===== config.mk =====
export PLATFORM = sky130hd
export DESIGN_NAME = fcp_config_port
export DESIGN_NICKNAME = d
export VERILOG_FILES = /design/src/design/fcp_pkg.sv /design/src/design/fcp_config_port.sv
export VERILOG_INCLUDE_DIRS = /design/src /design/src/design
export SDC_FILE = /design/constraint.sdc
export NUM_CORES = 1
export LEC_CHECK = 0
export BUFFER_PORTS_ARGS = -buffer_cell sky130_fd_sc_hd__buf_4
export CAP_MARGIN = 40
export CORE_ASPECT_RATIO = 0.8
export CORE_MARGIN = 3
export CORE_UTILIZATION = 45
export CTS_BUF_LIST = sky130_fd_sc_hd__clkbuf_8
export CTS_CLUSTER_DIAMETER = 120
export DETAILED_ROUTE_END_ITERATION = 6
export PLACE_DENSITY = 0.66
export RECOVER_POWER = 100
export SLEW_MARGIN = 10
export SYNTH_ARGS = -nofsm -noshare
export SYNTH_HDL_FRONTEND = slang
export SYNTH_SLANG_ARGS = --single-unit

===== constraint.sdc =====
create_clock -name clk -period 3.05 [get_ports clk]
set_input_delay 0.305 -clock clk [delete_from_list [all_inputs] [get_ports clk]]
set_output_delay 0.305 -clock clk [all_outputs]
set_load 0.02 [all_outputs]

===== src/design/fcp_regs.svh =====
// constants for the configuration pin controller
// assumes a 200 MHz system clock
`ifndef FCP_REGS_SVH
`define FCP_REGS_SVH

// mode pin codes, {mode_pin_2, mode_pin_1, mode_pin_0}
`define FCP_MODE_MSER 3'h0
`define FCP_MODE_PSYNC 3'h3
`define FCP_MODE_MPAR_UP 3'h4
`define FCP_MODE_PASYNC 3'h5
`define FCP_MODE_MPAR_DN 3'h6
`define FCP_MODE_SLAVE 3'h7

// master wait after the clear status line rises, least value
`define FCP_CLK_MHZ 200
`define FCP_WAIT_US 30
`define FCP_WAIT_CYC (`FCP_WAIT_US * `FCP_CLK_MHZ)

`define FCP_PWR_CYC 64
`define FCP_CLEAR_CYC 256
`define FCP_CONFIG_CLOCK_HALF 8
`define FCP_ADDR_RST 18'h00000

`endif


===== src/design/fcp_pkg.sv =====
// types shared by the configuration pin controller
// assumes fcp_regs.svh for the numeric constants
package fcp_pkg;
    typedef enum logic [2:0] {
        FCP_PWR,
        FCP_CLR,
        FCP_WAIT,
        FCP_DLY,
        FCP_CFG,
        FCP_DONE
    } fcp_state_t;
    typedef logic [2:0] fcp_mode_t;
endpackage


===== src/design/fcp_config_port.sv =====
// configuration pin controller: clear/wait sequencing and data ports
// assumes async pins; two-way pins split into out and oe_n, low drives
// How it works
// - mode pins sampled before configuration pick the configuration mode
// - after configuration mode pins 0,2 pass in, pin 1 drives out
// - without boundary scan, scan output becomes unregistered user output
// - without boundary scan, scan functions stop and scan inputs go user
// - high-active busy flag driven high until configuration completes
// - low-active busy flag driven low until configuration completes
// - clear status line pulled low during power-up and memory clearing
// - external low on clear status line holds device in wait
// - master modes wait an extra 30 to 300 us after line rises
// - configuration data error drives clear status line low
// - peripheral select needs low-active select low, high-active high
// - selected write strobe low loads data byte into buffer
// - selected read strobe drives bit 7 ready status, others low
// - both strobes low: write acts, read ignored
// - master parallel drives 18 prom address outputs, released after
// - parallel modes take bytes on data inputs, serial pin as bit 0
// - serial modes sample serial input on configuration clock rise
// - chain output repeats data on fall 1.5 clock periods later
// - unused outputs stay high impedance with pull-up before and during
// - configuration clock driven in master and async peripheral modes
// - reprogram release: finish clear, one more clear, then wait
// - master parallel: read clock rises before each address change
`include "fcp_regs.svh"

module fcp_config_port
    import fcp_pkg::*;
#(
    parameter int WAIT_CYC = `FCP_WAIT_CYC,
    parameter int CLEAR_CYC = `FCP_CLEAR_CYC,
    parameter int PWR_CYC = `FCP_PWR_CYC,
    parameter int CONFIG_CLOCK_HALF = `FCP_CONFIG_CLOCK_HALF
)
(
    input wire logic clk, // system clock
    input wire logic rstn, // async reset, active low
    input wire logic reprogram_n, // reprogram pin, low clears
    input wire logic mode_pin_0, // mode pin 0
    input wire logic mode_pin_1, // mode pin 1
    input wire logic mode_pin_2, // mode pin 2
    output logic mode_pin_1_out, // mode pin 1 output
    output logic mode_pin_1_oe_n, // mode pin 1 enable
    output logic user_mode_0, // mode pin 0 to user logic
    output logic user_mode_2, // mode pin 2 to user logic
    input wire logic user_m1_out, // user value for mode pin 1
    input wire logic user_m1_oe_n, // user enable for mode pin 1
    input wire logic scan_used, // boundary scan option chosen
    output logic scan_fn_en, // boundary scan logic enabled
    output logic scan_pins_user, // scan inputs released to user
    input wire logic user_tdo, // user value for scan output
    input wire logic user_tdo_oe_n, // user enable for scan output
    input wire logic scan_tdo, // scan chain serial output
    output logic tdo_out, // scan output pin value
    output logic tdo_oe_n, // scan output pin enable
    output logic cfg_active_high_flag, // high during configuration
    output logic cfg_active_high_oe_n, // enable of that flag
    output logic cfg_active_low_flag, // low during configuration
    output logic cfg_active_low_oe_n, // enable of that flag
    input wire logic init_in, // clear status line level
    output logic init_out, // clear status drive value
    output logic init_oe_n, // clear status pull-down enable
    input wire logic chip_select_low_n, // select, active low
    input wire logic chip_select_high, // select, active high
    input wire logic write_strobe_n, // write strobe, active low
    input wire logic read_strobe_n, // read strobe, active low
    input wire logic [7:1] cfg_byte_in, // data bits 7..1
    input wire logic din, // serial data, bit 0 in parallel
    output logic [7:0] cfg_byte_out, // status read value
    output logic cfg_byte_oe_n, // status read enable
    output logic [17:0] prom_addr, // prom address
    output logic prom_addr_oe_n, // prom address enable
    output logic rclk_out, // redundant read clock
    output logic rclk_oe_n, // read clock enable
    input wire logic config_clock_in, // configuration clock pin in
    output logic config_clock_out, // configuration clock drive
    output logic config_clock_oe_n, // configuration clock enable
    output logic dout, // daisy chain data
    output logic dout_oe_n, // daisy chain enable
    output logic rdy_busy, // high when a byte may be written
    output logic cfg_bit, // configuration data bit
    output logic cfg_bit_valid, // one-cycle strobe for cfg_bit
    input wire logic cfg_error, // data checker found an error
    input wire logic cfg_complete, // data checker saw the end
    output logic cfg_done // configuration has completed
);

    // ------------------------------------------------------------
    // input synchronisers
    // ------------------------------------------------------------
    localparam int NS = 18;
    logic [NS-1:0] raw;
    logic [NS-1:0] s1_reg;
    logic [NS-1:0] s2_reg;

    assign raw = {reprogram_n, init_in, config_clock_in, din,
        write_strobe_n, read_strobe_n, chip_select_low_n,
        chip_select_high, mode_pin_2, mode_pin_1, mode_pin_0,
        cfg_byte_in};

    genvar gi;
    generate
        for (gi = 0; gi < NS; gi++)
        begin : g_sync
            always_ff @(posedge clk or negedge rstn)
            begin
                if (!rstn)
                begin
                    s1_reg[gi] <= 1'b1;
                    s2_reg[gi] <= 1'b1;
                end
                else
                begin
                    s1_reg[gi] <= raw[gi];
                    s2_reg[gi] <= s1_reg[gi];
                end
            end
        end
    endgenerate

    logic prog_s, init_s, config_clock_s, din_s, ws_s, rs_s, cs0_s, cs1_s;
    logic [2:0] mode_s;
    logic [7:0] byte_s;
    assign {prog_s, init_s, config_clock_s, din_s, ws_s, rs_s, cs0_s, cs1_s,
        mode_s} = s2_reg[17:7];
    assign byte_s = {s2_reg[6:0], din_s};

    // ------------------------------------------------------------
    // sequencer
    // ------------------------------------------------------------
    fcp_state_t state_reg;
    fcp_mode_t mode_reg;
    logic [31:0] cnt_reg;
    logic extra_reg;
    logic err_reg;
    logic in_cfg;
    logic master;
    logic serial;
    logic par;
    logic periph;
    logic config_clock_drv;

    assign in_cfg = (state_reg == FCP_CFG);
    assign master = (mode_reg == `FCP_MODE_MSER) ||
        (mode_reg == `FCP_MODE_MPAR_UP) ||
        (mode_reg == `FCP_MODE_MPAR_DN);
    assign serial = (mode_reg == `FCP_MODE_MSER) ||
        (mode_reg == `FCP_MODE_SLAVE);
    assign par = (mode_reg == `FCP_MODE_MPAR_UP) ||
        (mode_reg == `FCP_MODE_MPAR_DN);
    assign periph = (mode_reg == `FCP_MODE_PSYNC) ||
        (mode_reg == `FCP_MODE_PASYNC);
    assign config_clock_drv = master || (mode_reg == `FCP_MODE_PASYNC);

    always_ff @(posedge clk or negedge rstn)
    begin
        if (!rstn)
        begin
            state_reg <= FCP_PWR;
            cnt_reg <= 32'h0;
            extra_reg <= 1'b0;
        end
        else if (state_reg != FCP_PWR && !prog_s &&
            state_reg != FCP_CLR)
        begin
            state_reg <= FCP_CLR;
            cnt_reg <= 32'h0;
            extra_reg <= 1'b0;
        end
        else
        begin
            unique case (state_reg)
                FCP_PWR:
                begin
                    cnt_reg <= cnt_reg + 32'h1;
                    if (cnt_reg == 32'(PWR_CYC - 1))
                    begin
                        state_reg <= FCP_CLR;
                        cnt_reg <= 32'h0;
                    end
                end
                FCP_CLR:
                begin
                    cnt_reg <= cnt_reg + 32'h1;
                    if (!prog_s)
                        extra_reg <= 1'b0;
                    if (cnt_reg == 32'(CLEAR_CYC - 1))
                    begin
                        cnt_reg <= 32'h0;
                        if (prog_s && !extra_reg)
                            extra_reg <= 1'b1;
                        else if (prog_s)
                            state_reg <= FCP_WAIT;
                    end
                end
                FCP_WAIT:
                begin
                    cnt_reg <= 32'h0;
                    if (init_s)
                        state_reg <= master ? FCP_DLY : FCP_CFG;
                end
                FCP_DLY:
                begin
                    cnt_reg <= cnt_reg + 32'h1;
                    if (!init_s)
                        state_reg <= FCP_WAIT;
                    else if (cnt_reg == 32'(WAIT_CYC - 1))
                        state_reg <= FCP_CFG;
                end
                FCP_CFG:
                begin
                    if (cfg_complete && !err_reg)
                        state_reg <= FCP_DONE;
                end
                FCP_DONE: ;
            endcase
        end
    end

    // mode caught once, at the end of the last clear cycle
    always_ff @(posedge clk or negedge rstn)
    begin
        if (!rstn)
            mode_reg <= `FCP_MODE_MSER;
        else if (state_reg == FCP_CLR && prog_s && extra_reg &&
            cnt_reg == 32'(CLEAR_CYC - 1))
            mode_reg <= mode_s;
    end

    always_ff @(posedge clk or negedge rstn)
    begin
        if (!rstn)
            err_reg <= 1'b0;
        else if (state_reg == FCP_CLR)
            err_reg <= 1'b0;
        else if (in_cfg && cfg_error)
            err_reg <= 1'b1;
    end

    // ------------------------------------------------------------
    // configuration clock
    // ------------------------------------------------------------
    logic [15:0] div_reg;
    logic config_clock_int_reg;
    logic config_clock_prev_reg;
    logic config_clock_now;
    logic cc_rise;
    logic cc_fall;

    always_ff @(posedge clk or negedge rstn)
    begin
        if (!rstn)
        begin
            div_reg <= 16'h0;
            config_clock_int_reg <= 1'b0;
        end
        else if (!in_cfg || !config_clock_drv)
        begin
            div_reg <= 16'h0;
            config_clock_int_reg <= 1'b0;
        end
        else if (div_reg == 16'(CONFIG_CLOCK_HALF - 1))
        begin
            div_reg <= 16'h0;
            config_clock_int_reg <= !config_clock_int_reg;
        end
        else
            div_reg <= div_reg + 16'h1;
    end

    // both sources go through the same edge finder
    assign config_clock_now = config_clock_drv ? config_clock_int_reg : config_clock_s;

    always_ff @(posedge clk or negedge rstn)
    begin
        if (!rstn)
            config_clock_prev_reg <= 1'b0;
        else
            config_clock_prev_reg <= config_clock_now;
    end

    assign cc_rise = in_cfg && config_clock_now && !config_clock_prev_reg;
    assign cc_fall = in_cfg && !config_clock_now && config_clock_prev_reg;

    // ------------------------------------------------------------
    // peripheral byte port
    // ------------------------------------------------------------
    logic sel;
    logic ws_prev_reg;
    logic buf_full_reg;
    logic [7:0] buf_reg;
    logic drain;

    assign sel = !cs0_s && cs1_s;

    always_ff @(posedge clk or negedge rstn)
    begin
        if (!rstn)
            ws_prev_reg <= 1'b1;
        else
            ws_prev_reg <= ws_s;
    end

    // a write while busy is dropped; the host must poll ready first
    always_ff @(posedge clk or negedge rstn)
    begin
        if (!rstn)
        begin
            buf_full_reg <= 1'b0;
            buf_reg <= 8'h0;
        end
        else if (!in_cfg)
            buf_full_reg <= 1'b0;
        else if (periph && sel && !ws_s && ws_prev_reg &&
            !buf_full_reg)
        begin
            buf_reg <= byte_s;
            buf_full_reg <= 1'b1;
        end
        else if (drain)
            buf_full_reg <= 1'b0;
    end

    assign rdy_busy = !buf_full_reg;
    // write strobe low masks the read
    assign cfg_byte_oe_n = !(in_cfg && periph && sel && !rs_s &&
        ws_s);
    assign cfg_byte_out = {!buf_full_reg, 7'h00};

    // ------------------------------------------------------------
    // data path and prom addressing
    // ------------------------------------------------------------
    logic [6:0] sh_reg;
    logic [2:0] sh_cnt_reg;
    logic bit_v;
    logic bit_d;
    logic adv_reg;
    logic load_par;

    assign load_par = par && sh_cnt_reg == 3'h0;
    assign drain = cc_rise && periph && sh_cnt_reg == 3'h0 &&
        buf_full_reg;

    always_comb
    begin
        bit_v = 1'b0;
        bit_d = 1'b0;
        if (cc_rise && serial)
        begin
            bit_v = 1'b1;
            bit_d = din_s;
        end
        else if (cc_rise && sh_cnt_reg != 3'h0)
        begin
            bit_v = 1'b1;
            bit_d = sh_reg[0];
        end
        else if (cc_rise && load_par)
        begin
            bit_v = 1'b1;
            bit_d = byte_s[0];
        end
        else if (drain)
        begin
            bit_v = 1'b1;
            bit_d = buf_reg[0];
        end
    end

    always_ff @(posedge clk or negedge rstn)
    begin
        if (!rstn)
        begin
            sh_reg <= 7'h0;
            sh_cnt_reg <= 3'h0;
        end
        else if (!in_cfg)
            sh_cnt_reg <= 3'h0;
        else if (cc_rise && sh_cnt_reg != 3'h0)
        begin
            sh_reg <= {1'b0, sh_reg[6:1]};
            sh_cnt_reg <= sh_cnt_reg - 3'h1;
        end
        else if ((cc_rise && load_par) || drain)
        begin
            sh_reg <= load_par ? byte_s[7:1] : buf_reg[7:1];
            sh_cnt_reg <= 3'h7;
        end
    end

    // address moves on the fall after the byte is taken
    always_ff @(posedge clk or negedge rstn)
    begin
        if (!rstn)
        begin
            prom_addr <= `FCP_ADDR_RST;
            rclk_out <= 1'b0;
            adv_reg <= 1'b0;
        end
        else if (state_reg == FCP_CLR)
        begin
            prom_addr <= (mode_s == `FCP_MODE_MPAR_DN) ?
                ~`FCP_ADDR_RST : `FCP_ADDR_RST;
            rclk_out <= 1'b0;
            adv_reg <= 1'b0;
        end
        else if (cc_rise && load_par)
        begin
            rclk_out <= 1'b1;
            adv_reg <= 1'b1;
        end
        else if (cc_fall && adv_reg)
        begin
            rclk_out <= 1'b0;
            adv_reg <= 1'b0;
            prom_addr <= (mode_reg == `FCP_MODE_MPAR_DN) ?
                prom_addr - 18'h1 : prom_addr + 18'h1;
        end
    end

    // ------------------------------------------------------------
    // daisy chain output
    // ------------------------------------------------------------
    logic st1_reg, st1v_reg, st2_reg, st2v_reg;

    always_ff @(posedge clk or negedge rstn)
    begin
        if (!rstn)
        begin
            st1_reg <= 1'b1;
            st1v_reg <= 1'b0;
            st2_reg <= 1'b1;
            st2v_reg <= 1'b0;
            dout <= 1'b1;
        end
        else if (cc_rise)
        begin
            st1_reg <= bit_d;
            st1v_reg <= bit_v;
            st2_reg <= st1_reg;
            st2v_reg <= st1v_reg;
        end
        else if (cc_fall && st2v_reg)
            dout <= st2_reg;
    end

    always_ff @(posedge clk or negedge rstn)
    begin
        if (!rstn)
        begin
            cfg_bit <= 1'b0;
            cfg_bit_valid <= 1'b0;
        end
        else
        begin
            cfg_bit <= bit_d;
            cfg_bit_valid <= bit_v;
        end
    end

    // ------------------------------------------------------------
    // pin drivers
    // ------------------------------------------------------------
    assign cfg_done = (state_reg == FCP_DONE);
    assign cfg_active_high_flag = 1'b1;
    assign cfg_active_high_oe_n = cfg_done;
    assign cfg_active_low_flag = 1'b0;
    assign cfg_active_low_oe_n = cfg_done;
    assign init_out = 1'b0;
    assign init_oe_n = !(state_reg == FCP_PWR ||
        state_reg == FCP_CLR || err_reg);
    // pins below float with a pull-up unless their mode uses them
    assign prom_addr_oe_n = !(in_cfg && par);
    assign rclk_oe_n = !(in_cfg && par);
    assign config_clock_out = config_clock_int_reg;
    assign config_clock_oe_n = !(in_cfg && config_clock_drv);
    assign dout_oe_n = !in_cfg;
    // user paths are unregistered by design
    assign user_mode_0 = cfg_done & mode_pin_0;
    assign user_mode_2 = cfg_done & mode_pin_2;
    assign mode_pin_1_out = user_m1_out;
    assign mode_pin_1_oe_n = !cfg_done | user_m1_oe_n;
    assign scan_fn_en = !cfg_done || scan_used;
    assign scan_pins_user = cfg_done && !scan_used;
    assign tdo_out = (cfg_done && !scan_used) ? user_tdo : scan_tdo;
    assign tdo_oe_n = (cfg_done && !scan_used) ? user_tdo_oe_n :
        !scan_used;

endmodule


## Word-level counts from Yosys, hierarchy flattened

Cells that the tools add are included.

| cells by class | value |
|---|---|
| order comparisons | 0 |
| $add $sub $neg | 5 |
| div/mod/pow operators | 0 |
| shift-type cells | 0 |
| eq/ne operators | 26 |
| muxes and demuxes | 54 |
| $mul | 0 |
| reductions and logical operators | 80 |
| bitwise gates (word level) | 4 |

Operators with widths:

| kind | count |
|---|---|
| one-hot mux 32 bit (4 select lines) | 1 |
| two-way mux 32 bit | 3 |
| two-way mux 18 bit | 5 |
| two-way mux 3 bit | 13 |
| logical AND 1 bit | 33 |
| adder 32 x 1 -> 32 bit (second input constant) | 1 |
| equality test 32 x 13 -> 1 bit (second input constant) | 1 |
| equality test 32 x 6 -> 1 bit (second input constant) | 1 |
| equality test 32 x 8 -> 1 bit (second input constant) | 1 |
| two-way mux 16 bit | 2 |
| two-way mux 1 bit | 26 |
| equality test 3 bit (second input constant) | 7 |
| two-way mux 7 bit | 3 |
| adder 18 x 1 -> 18 bit (second input constant) | 1 |
| logical NOT 1 bit | 18 |
| subtractor 18 x 1 -> 18 bit (second input constant) | 1 |
| adder 16 x 1 -> 16 bit (second input constant) | 1 |
| equality test 16 x 3 -> 1 bit (second input constant) | 1 |
| one-hot mux 3 bit (5 select lines) | 1 |
| != test 3 x 1 -> 1 bit (second input constant) | 4 |
| != test 3 bit (second input constant) | 4 |
| logical OR 1 bit | 11 |
| nonzero test 2 bit | 5 |
| equality test 3 x 2 -> 1 bit (second input constant) | 3 |
| 14 further kinds | 22 |

| word-level totals | value |
|---|---|
| RAM bits | 0 |
| bits of input ports | 28 |
| memories | 0 |
| bits in read-only memories | 0 |
| flip-flop bits (word level) | 140 |
| bits in latches | 0 |
| output and inout port bits | 52 |
| logic and storage cells | 227 |

## Depth between registers and ports, before layout

Gate-level depths: netlist of run 1.

| depth | value |
|---|---|
| depth after elaboration | 14 |
| gate-level depth with buffers | 12 |
| depth with buffers taken out | 11 |

## Worst setup path before layout of run 1

No wires, ideal clock.

| timing path | value |
|---|---|
| kind | reg2reg |
| start | reg mode_reg[2] |
| end | reg prom_addr[15] |
| data required time | 2913 ps |
| library setup time | 137 ps |
| stages on the path, launching flop included | 13 |
| arrival time | 2918 ps |
| period minus slack after synthesis | 3055 ps |
| buffers on the path | 1 |
| path slack | -5 ps |
| cell sequence | dfrtp_1 buf_2 nor2b_1 nand2_1 inv_1 ha_1 a211oi_1 o21ai_0 a221oi_1 o31ai_1 a31oi_1 xor2_1 a21oi_1 |

| between the ends | value |
|---|---|
| cells in the longest elaborated chain, start to end | 11 |
| elaborated cells between the ends (all ways) | 24 |
| those cells by class | eq/ne: 4; mux: 5; reduce/logical: 15 |

Ends and longest elaborated chain:

| what | RTL line | text |
|---|---|---|
| start, declared | fcp_config_port.sv:133 | `fcp_mode_t mode_reg;` |
| start signal, assigned | fcp_config_port.sv:225 | `` mode_reg <= `FCP_MODE_MSER; `` |
| start signal, assigned | fcp_config_port.sv:228 | `mode_reg <= mode_s;` |
| equality test 3 bit (no source line) / logical NOT 3 bit (equally long branches) | - |  |
| logical OR 1 bit (2 in a row) | fcp_config_port.sv:145 | `` assign master = (mode_reg == `FCP_MODE_MSER) \|\| `` |
| logical OR 1 bit | fcp_config_port.sv:154 | `` assign config_clock_drv = master \|\| (mode_reg == `FCP_MODE_PASYNC); `` |
| two-way mux 1 bit | fcp_config_port.sv:273 | `assign config_clock_now = config_clock_drv ? config_clock_int_reg : config_clock_s;` |
| logical NOT 1 bit | fcp_config_port.sv:284 | `assign cc_fall = in_cfg && !config_clock_now && config_clock_prev_reg;` |
| logical AND 1 bit (2 in a row) | fcp_config_port.sv:284 |  |
| logical AND 1 bit | fcp_config_port.sv:413 | `else if (cc_fall && adv_reg)` |
| nonzero test 2 bit (no source line) | - |  |
| AND reduction 2 bit (no source line) | - |  |
| end signal, assigned | fcp_config_port.sv:397 | `` prom_addr <= `FCP_ADDR_RST; `` |
| end signal, assigned | fcp_config_port.sv:403 | `` prom_addr <= (mode_s == `FCP_MODE_MPAR_DN) ? `` |
| end signal, assigned | fcp_config_port.sv:417 | `` prom_addr <= (mode_reg == `FCP_MODE_MPAR_DN) ? `` |
| end, declared | fcp_config_port.sv:72 | `output logic [17:0] prom_addr,` |

Several ways; a longest one is shown, not always the timed one. The select of a mux whose other input is x is not followed.
A chain may end at the register's enable or synchronous reset.

## Worst setup path in the final report of run 1

| timing path | value |
|---|---|
| start | reg state_reg[2] |
| end | out cfg_byte_oe_n |

| between the ends | value |
|---|---|
| cells in the longest elaborated chain, start to end | 6 |

Ends and longest elaborated chain:

| what | RTL line | text |
|---|---|---|
| start, declared | fcp_config_port.sv:132 | `fcp_state_t state_reg;` |
| start signal, assigned | fcp_config_port.sv:201 | `state_reg <= master ? FCP_DLY : FCP_CFG;` |
| equality test 3 bit | fcp_config_port.sv:144 | `assign in_cfg = (state_reg == FCP_CFG);` |
| logical AND 1 bit (4 in a row) | fcp_config_port.sv:327 | `assign cfg_byte_oe_n = !(in_cfg && periph && sel && !rs_s &&` |
| logical NOT 1 bit | fcp_config_port.sv:327 |  |
| end, declared | fcp_config_port.sv:71 | `output logic cfg_byte_oe_n,` |

No other way between the ends.

==> results of run 1 <==
-- area by class of cell --
class / instances / area (µm²)
Clock inverter: 14 / 191.4
Timing Repair Buffer: 109 / 686.9
Multi-Input combinational cell: 520 / 3292
Tap cell: 210 / 262.8
Inverter: 15 / 61.31
Fill cell: 1411 / 6919
Clock buffer: 18 / 247.7
Sequential cell: 140 / 3553
-- logic make-up (layout without fill, tap and decap cells) --
group / Yosys count / after routing / share of synthesized area, %
AND/OR/NAND/NOR: 258 / 258 / 18.22
AO/OA/AOI/OAI: 156 / 156 / 13.69
multiplexers: 28 / 28 / 4.299
other: 2 / 10 / 0.1057
XOR/XNOR: 47 / 47 / 5.796
adder cells (fa/ha/maj): 21 / 21 / 3.806
buffers and inverters: 50 / 156 / 4.052
flip-flops: 140 / 140 / 50.04
-- critical path, stage by stage, from the launching register on --
cell      delay [ns]
dfrtp_1         0.60
inv_6           0.08
nor3_1          0.33
clkbuf_1        0.23
nand4_1         0.19
or3b_2          0.47
clkbuf_2        0.17
-- Yosys cell counts (2+ instances only) --
master	n
xnor2_1	17
o21ai_0	34
a211oi_1	6
o21a_1	2
nor4_2	6
or2_2	2
a31oi_1	11
a21oi_1	50
a22o_1	2
inv_1	13
and3_1	11
clkbuf_8	2
clkbuf_1	8
buf_2	9
o22ai_1	4
or3_1	9
xor2_1	30
dfrtp_1	100
nand2b_1	8
or4_1	3
mux2i_1	8
dfstp_2	40
nor2_1	73
nand2_1	62
nand3_1	28
mux2_2	20
ha_1	20
nand4_1	14
a211o_1	2
o31ai_1	10
and2_1	3
nor4_1	10
nor3_1	14
conb_1	2
or2b_2	2
o21ai_1	10
nor2b_1	7
buf_4	15
a2111oi_0	2
a21o_1	6
-- power by group through the flow --
stage	clock network (mW)	registers, mW	logic [mW]
2_1_floorplan	0	1.97	0.0604
3_3_place_gp	0	1.97	0.152
6_report	1.65	1.93	0.157
5_1_grt	1.79	1.94	0.177
4_1_cts	1.70	1.93	0.175
3_5_place_dp	0	1.97	0.155
-- metrics by stage --
step	setup TNS, ns	util (%)	instances	power (mW)
after floorplan	0	-	710	2.031
after global placement	0	51.60	973	2.118
after detailed placement	-0.09435	51.60	973	2.122
after CTS	0	55.84	1026	3.806
after global routing	0	54.52	1026	3.906
final	0	54.52	1026	3.737
-- repair_timing --
| item | CTS | global route |
|---|---|---|
| setup endpoints to repair | 2 | 6 |
| hold buffers | 19 | 0 |
| gates resized for setup | 0 | 8 |
| pin swaps | 1 | 0 |
| hold endpoints to repair | 66 | 0 |
| buffers inserted | 2 | 0 |
-- metal layers --
layer,vias up,wire (µm),track usage (%)
li1,2690,-,-
met3,12,789,4.178
met4,0,151,5.053
met1,2722,7738,27.40
met5,-,0,0
met2,134,7241,29.40
-- worst paths after layout --
check	start	end	cells past startpoint
min in group asynchronous	rstn	buf_reg[7]$_DFFE_PN0P_	2
min reg2reg	s1_reg[0]$_DFF_PN1_	byte_s[1]$_DFF_PN1_	0
min	cfg_error	err_reg$_DFFE_PN0P_	2
max	state_reg[2]$_DFFE_PN0P_	cfg_byte_oe_n	6
max in group asynchronous	rstn	div_reg[12]$_DFF_PN0_	3
max reg2reg	mode_reg[0]$_DFFE_PN0P_	prom_addr[14]$_DFFE_PN0P_	12
==> results.cfg, run 1 <==
[cts]
cts-root-buf = clkbuf_8
h-tree-depth = 4
cts_tree = done
numCtsBuffers = 17
max-clock-path-buffers = 2
path_clk_slew_ns = 0.08
clock_latency_ns = 0.44
cts_sinks = 140

[synth]
synth_area_mm2 = 0.007102
syn_area_per_cell_um2 = 10.12
ys_seq_area_share_pct = 50.04
synthFlopType = dfrtp_1
ys_types = 67
netlist.area_leader.share_pct = 35.24
synth_top_cell_by_area = dfrtp_1
ys_top_cells_by_area = dfrtp_1 (35%), dfstp_2 (15%), nor2_1 (3.9%), xor2_1 (3.7%), a21oi_1 (3.5%)
async_flop_share_pct = 100.0
synth_edf_count = 0
synth-seq-cells = 140
postSynthCellCount = 702
yosysWarningCount = 0

[setup_path]
cp-start-kind = flop
worstPathRequired_ns = 2.74
arrival_ns = 2.52
regToRegSetupSlack_ns = 0.25
cp-end-kind = primary output
worstSetupPathType = flop to primary output
cp_max_fo = 10

[timing]
worst_slew_pin_slew_ns = 1.433
grt_setup_unrepaired = no
max_slew_margin_pct = 4.493
min_period_over_period_pct = 92.63
worst_slack_ns = 0.2247
timing.fmax_mhz = 353.9
hold_slack_ns = 0.1202
finalMaxSlewViolations = 0
post-route-min-period_ns = 2.825
fin_skew_ns = 0.009615
finalSetupViolCount = 0
hold_viol_final = 0

[detailed_routing]
drt_iter0_drc = 405
route.detailed.wl_per_inst_um = 15.52
dr.pass1.iters = 5
drcViolationCount = 0
num_vias = 5558
vias_per_cell = 5.417
ant_nets = 0
wl_um = 15920

[finish]
layout_common_cells = dfrtp_1 (100), nor2_1 (73), nand2_1 (62)
largest_reg_flops = 32
antenna_cells = 0
layout_commonest_cell = dfrtp_1
syn_to_final_growth_pct = 16.81
final_area_mm2 = 0.008295
nNetsFinal = 852
drive_gt1_share_pct = 19.24

[pwr]
switching_power_mw = 0.8503
power.density_mw_per_mm2 = 450.5
pwr-share-comb_pct = 4.2
seqPwrFrac_pct = 51.7
power.leakage_nw = 3.649
vdd_ir_drop_max_mv = 0.2669
clock_power_share_pct = 44.1
swShare_pct = 22.75
p_int_mw = 2.887

[placed_design]
place_congestion = 0.9183
dpl.hpwl_um = 11260
dp_slack_ns = -0.05712
place_area_mm2 = 0.007851
portBuffers = 67

[grt]
grt_usage_pct = 19.08
grt_first_pass_wirelength_um = 27230
grt_overflow = 0
grt_max_degree = 68
antenna_found_initial = 0
grt_pass1_vias = 5480

[worst_hold_path]
hold_path.class = input port to flop

[die]
fp.dieW_um = 146.5
die-area_mm2 = 0.01733
fp.dieH_um = 118.4
start_util_pct = 46.68
num_rows = 40
ios = 80
core_mm2 = 0.01521

[run_status]
run_status = complete, no violations

[flow_run]
drv_cap = 0
Note: power is estimated with default switching activity, not from simulation.
==> inputs of run 2 (changes only) <==
--- a/config.mk
+++ b/config.mk
@@ -10,11 +10,11 @@
 export CAP_MARGIN = 40
 export CORE_ASPECT_RATIO = 0.8
 export CORE_MARGIN = 3
-export CORE_UTILIZATION = 45
+export CORE_UTILIZATION = 35
 export CTS_BUF_LIST = sky130_fd_sc_hd__clkbuf_8
 export CTS_CLUSTER_DIAMETER = 120
 export DETAILED_ROUTE_END_ITERATION = 6
-export PLACE_DENSITY = 0.66
+export PLACE_DENSITY = 0.54
 export RECOVER_POWER = 100
 export SLEW_MARGIN = 10
 export SYNTH_ARGS = -nofsm -noshare
==> run 2 against run 1 <==
Net effect:
- the run now ends with capacitance limit, slew limit left
- routed wire length is 3.6% higher
- first-iteration DRC count down 11%
- final area did not move
- largest power group unchanged
- highest routed layer unchanged
- register-to-register slack lost 0.09 ns
- clock power decreased by 11%
- die area grew 27%
- largest cell class unchanged
- power fell by 4.7%
- sequential share of layout area stayed put
- worst setup slack lost 0.063 ns
- final cell count grew 4.6%
==> results.cfg, run 2 (synthesis gave the netlist of run 1 again) <==
[timing]
finalSetupViolCount = 0
fin_tns_setup_ns = 0
fin_skew_ns = 0.01244
timing.fmax_mhz = 346.2
grt_setup_unrepaired = no
post-route-min-period_ns = 2.889
max_slew_margin_pct = -22.23
min_period_over_period_pct = 94.71
worst_slew_pin_slew_ns = 1.834
finalMaxSlewViolations = 71
hold_viol_final = 0

[detailed_routing]
dr.pass1.iters = 7
drcViolationCount = 0
drt_iter0_drc = 359
num_vias = 5509
ant_nets = 0
wl_um = 16500
route.detailed.wl_per_inst_um = 15.38
vias_per_cell = 5.134

[placed_design]
dpl.hpwl_um = 11560
portBuffers = 67
place_congestion = 0.8805
dpl.cell_count = 1022

[setup_path]
arrival_ns = 3.27
worstPathRequired_ns = 3.44
cp-end-kind = flop
crit_path_max_incr_delay_ns = 0.44
worstSetupPathType = flop to flop
cp-start-kind = flop
crit_chain = nor2b_1, nand2_1, inv_2, fa_1, a211oi_1, nor2_1, o41a_1, a2111oi_1, nor3_1, mux2i_1, o311a_1
path_delay_family = compound AO/OA/AOI/OAI gates
cp_max_fo = 7
critPathSlowestCell = a2111oi_1
path_buf_inv = 1

[finish]
drive_gt1_share_pct = 19.14
nNetsFinal = 851
layout_commonest_cell = dfrtp_1
largest_reg_flops = 32
fin_cells = 1073
antenna_cells = 0
layout_common_cells = dfrtp_1 (100), nor2_1 (73), nand2_1 (62)
syn_to_final_growth_pct = 16.81

[grt]
grt_max_degree = 71
grt_pass1_vias = 5327
antenna_found_initial = 0
grt_usage_pct = 15.57
grt_first_pass_wirelength_um = 27310
grt_overflow = 0

[pwr]
pwr-share-comb_pct = 4.4
power.total_mw = 3.561
vdd_ir_drop_max_mv = 0.2656
seqPwrFrac_pct = 54.2
swShare_pct = 25.49
power.leakage_nw = 3.625
switching_power_mw = 0.9075
clock_power_share_pct = 41.3
p_int_mw = 2.653
power.density_mw_per_mm2 = 429.2

[run_status]
run_status = complete, but fails checks
violations = capacitance limit, slew limit

[cts]
cts_setup_buffers = 0
cts-root-buf = clkbuf_8
cts_tree = done
h-tree-depth = 4
max-clock-path-buffers = 2
cts_sinks = 140
numCtsBuffers = 17
path_clk_slew_ns = 0.08
clock_latency_ns = 0.45

[die]
ios = 80
die-area_mm2 = 0.02205
core_mm2 = 0.01942
num_rows = 45
start_util_pct = 36.56
fp.dieW_um = 165.3
fp.dieH_um = 133.4

[flow_run]
drv_cap = 1

[worst_hold_path]
hold_path.class = input port to flop
[run 2: cell count changes in the layout (fill, tap and decap cells not counted), moves of 2 or more]
cell and change:
bufinv_16 -3, inv_8 +2, buf_4 +2, a2111oi_1 +2, clkbuf_1 -4
[run 2: final cells by class]
cell class / instances / area (µm²)
fillers: 1903 / 11130
flip-flops and latches: 140 / 3553
multi-input cells: 520 / 3286
repair buffers: 108 / 691.9
well taps: 258 / 322.8
clock buffers: 18 / 247.7
clock inverters: 14 / 132.6
inverters: 15 / 61.31
[run 2: layer usage]
| metal | wire, µm | vias to the layer above | share of wire, % | global-route usage, % |
|---|---|---|---|---|
| met5 | 0 | - | 0 | 0 |
| met4 | 176 | 0 | 1.1 | 4.285 |
| met3 | 974 | 15 | 5.9 | 3.917 |
| met2 | 7065 | 156 | 43 | 22.67 |
| met1 | 8284 | 2641 | 50 | 22.94 |
| li1 | - | 2697 | - | - |
[run 2: worst paths after layout]
| kind | start | endpoint | slack (ns) | depth (start not counted) |
|---|---|---|---|---|
| setup reg to reg | mode_reg[2]$_DFFE_PN0P_ | prom_addr[14]$_DFFE_PN0P_ | 0.16 | 11 |
| hold reg to reg | s1_reg[5]$_DFF_PN1_ | byte_s[6]$_DFF_PN1_ | 0.36 | 0 |
| hold / removal | cfg_error | err_reg$_DFFE_PN0P_ | 0.11 | 2 |
| setup / recovery | mode_reg[2]$_DFFE_PN0P_ | prom_addr[14]$_DFFE_PN0P_ | 0.16 | 11 |
| max in group asynchronous | rstn | buf_reg[0]$_DFFE_PN0P_ | 0.51 | 3 |
| min in group asynchronous | rstn | div_reg[8]$_DFF_PN0_ | 0.89 | 2 |
[run 2: through the flow]
stage / worst slack, ns / area, µm² / util, % / hold WS (ns)
after floorplan: 0.05864 / 7138 / - / 0.009409
after global placement: 0.1717 / 7919 / 40.77 / 0.3457
after detailed placement: 0.1537 / 7919 / 40.77 / 0.3468
after CTS: 0.08324 / 8489 / 43.70 / 0.08140
after global routing: 0.001975 / 8295 / 42.71 / 0.07936
final: 0.1613 / 8295 / 42.71 / 0.1119
[run 2: power by group through the flow]
stage / clock, mW / combinational (mW) / sequential (mW)
6_report: 1.47 / 0.158 / 1.93
5_1_grt: 1.61 / 0.180 / 1.94
4_1_cts: 1.52 / 0.177 / 1.93
3_5_place_dp: 0 / 0.158 / 1.97
3_3_place_gp: 0 / 0.156 / 1.97
2_1_floorplan: 0 / 0.0604 / 1.97
[run 2: repair_timing]
action | CTS | global route
resized for setup | 0 | 4
hold buffers | 19 | 0
hold endpoints to repair | 82 | 0
endpoints found under the setup margin | 0 | 3
==> inputs of run 3 (changes only) <==
--- a/config.mk
+++ b/config.mk
@@ -16,6 +16,7 @@
 export DETAILED_ROUTE_END_ITERATION = 6
 export PLACE_DENSITY = 0.54
 export RECOVER_POWER = 100
+export SETUP_SLACK_MARGIN = 0.4
 export SLEW_MARGIN = 10
 export SYNTH_ARGS = -nofsm -noshare
 export SYNTH_HDL_FRONTEND = slang
==> run 3 against run 2 <==
Net effect:
- the run still ends with capacitance limit, slew limit left
- worst hold slack worse by 0.014 ns
- clock skew rose by 0.0021 ns
- worst setup slack better by 0.10 ns
- sequential share of layout area is 1.6 points lower
- sequential power about the same
- critical path depth is the same
- via count grew 0.93%
- global-route usage decreased by 0.66 points
- clock power increased by 5%
- critical path type unchanged
==> results.cfg, run 3 (synthesis gave the netlist of run 1 again) <==
[setup_path]
reg2regPathDepth = 11
worstSetupPathType = flop to flop
cp-end-kind = flop
regToRegStartpoint = mode_reg[2]$_DFFE_PN0P_
crit_start = mode_reg[2]$_DFFE_PN0P_
regToRegSetupSlack_ns = 0.26
arrival_ns = 3.13
worstPathRequired_ns = 3.39
cp_max_fo = 7
cp-start-kind = flop

[detailed_routing]
dr.pass1.iters = 4
route.detailed.wl_per_inst_um = 14.78
vias_per_cell = 5.120
num_vias = 5560
wl_um = 16060
drcViolationCount = 0
drt_iter0_drc = 228
ant_nets = 0

[placed_design]
portBuffers = 67
dp_slack_ns = 0.1108
place_area_mm2 = 0.007934
dpl.hpwl_um = 11140
place_congestion = 0.8658

[grt]
grt_pass1_vias = 5307
grt_first_pass_wirelength_um = 26650
grt_usage_pct = 14.91
grt_overflow = 0
grt_max_degree = 81
antenna_found_initial = 0

[timing]
timing.fmax_mhz = 358.7
worst_slack_ns = 0.2620
grt_setup_unrepaired = yes
fin_tns_setup_ns = 0
hold_viol_final = 0
min_period_over_period_pct = 91.41
finalMaxSlewViolations = 80
worst_slew_pin_slew_ns = 1.960
post-route-min-period_ns = 2.788
fin_skew_ns = 0.01457
max_slew_margin_pct = -30.70
hold_slack_ns = 0.09812
finalSetupViolCount = 0

[finish]
drive_gt1_share_pct = 22.95
nNetsFinal = 864
antenna_cells = 0
largest_reg_flops = 32
syn_to_final_growth_pct = 21.46
layout_commonest_cell = dfrtp_1
final_area_mm2 = 0.008626
layout_common_cells = dfrtp_1 (99), nor2_1 (72), nand2_1 (61)

[pwr]
clock_power_share_pct = 42.4
power.leakage_nw = 3.725
power.density_mw_per_mm2 = 421.6
switching_power_mw = 1.026
pwr-share-comb_pct = 4.5
p_int_mw = 2.611
swShare_pct = 28.21
seqPwrFrac_pct = 53.1
vdd_ir_drop_max_mv = 0.2270

[cts]
cts_tree = done
clock_latency_ns = 0.46
cts_sinks = 140
numCtsBuffers = 17
path_clk_slew_ns = 0.09
h-tree-depth = 4
max-clock-path-buffers = 2
cts-root-buf = clkbuf_8

[die]
die-area_mm2 = 0.02205
start_util_pct = 36.56
fp.dieW_um = 165.3
ios = 80
core_mm2 = 0.01942
num_rows = 45
fp.dieH_um = 133.4

[run_status]
run_status = complete, but fails checks
violations = capacitance limit, slew limit

[worst_hold_path]
hold_path.class = input port to flop
hold_start = cfg_error
hold_depth = 2

[flow_run]
drv_cap = 1
-- run 3: cell count changes in the layout (fill, tap and decap cells not counted), sizes merged --
cell    previous run  this run
bufinv             1         0
inv               25        19
clkbuf            80        78
buf               27        41
clkinv             2        10
-- run 3: per-layer routing --
layer / vias up / part of all wire (%) / GRT usage (%)
met5: - / 0 / 0
met1: 2715 / 50 / 22.38
met4: 0 / 0.75 / 3.214
met2: 114 / 45 / 21.62
li1: 2716 / - / -
met3: 15 / 4.2 / 3.792
-- run 3: timing repair --
item / CTS / global route
hold buffers: 19 / 0
endpoints found under the hold margin: 69 / 0
endpoints found under the setup margin: 10 / 15
buffers inserted: 10 / 8
pin swaps: 9 / 10
gates cloned: 0 / 0
gates resized for setup: 10 / 15
-- run 3: metrics by stage --
stage / power, mW / cells / utilization [%]
finish: 3.637 / 1086 / 44.41
detailed placement: 2.123 / 1017 / 40.84
global placement: 2.120 / 1017 / 40.84
CTS: 3.704 / 1078 / 44.66
global route: 3.804 / 1086 / 44.41
floorplan: 2.033 / 710 / -
-- run 3: final timing paths --
| kind | endpoint |
|---|---|
| hold reg to reg | prog_s$_DFF_PN1_ |
| min in group asynchronous | buf_reg[3]$_DFFE_PN0P_ |
| max in group asynchronous | state_reg[0]$_DFFE_PN0P_ |
| hold / removal | err_reg$_DFFE_PN0P_ |
| setup / recovery | prom_addr[16]$_DFFE_PN0P_ |
| setup reg to reg | prom_addr[16]$_DFFE_PN0P_ |
-- run 3: power groups by stage --
stage | logic [mW] | clock network (mW) | registers, mW
after floorplan | 0.0613 | 0 | 1.97
after global placement | 0.154 | 0 | 1.97
after detailed placement | 0.156 | 0 | 1.97
after CTS | 0.176 | 1.59 | 1.93
after global routing | 0.184 | 1.68 | 1.94
final | 0.162 | 1.54 | 1.93
-- run 3: area by class of cell --
type	instances	area, µm²
inverter	15	65.06
timing repair buffer	121	810.8
clock inverter	15	193.9
multi-input combinational	520	3445
sequential	140	3555
clock buffer	17	234.0
tap	258	322.8
fill	1868	10800
-- run 3: worst max-delay path: stages (launching register included) --
cell	delay, ns
dfrtp_1	0.39
nor2b_4	0.14
nand2_4	0.07
clkinvlp_4	0.16
fa_2	0.41
a211oi_1	0.26
nor2_2	0.07
o41a_1	0.51
a21oi_1	0.25
o21ai_0	0.15
xnor2_1	0.19
a21oi_1	0.09
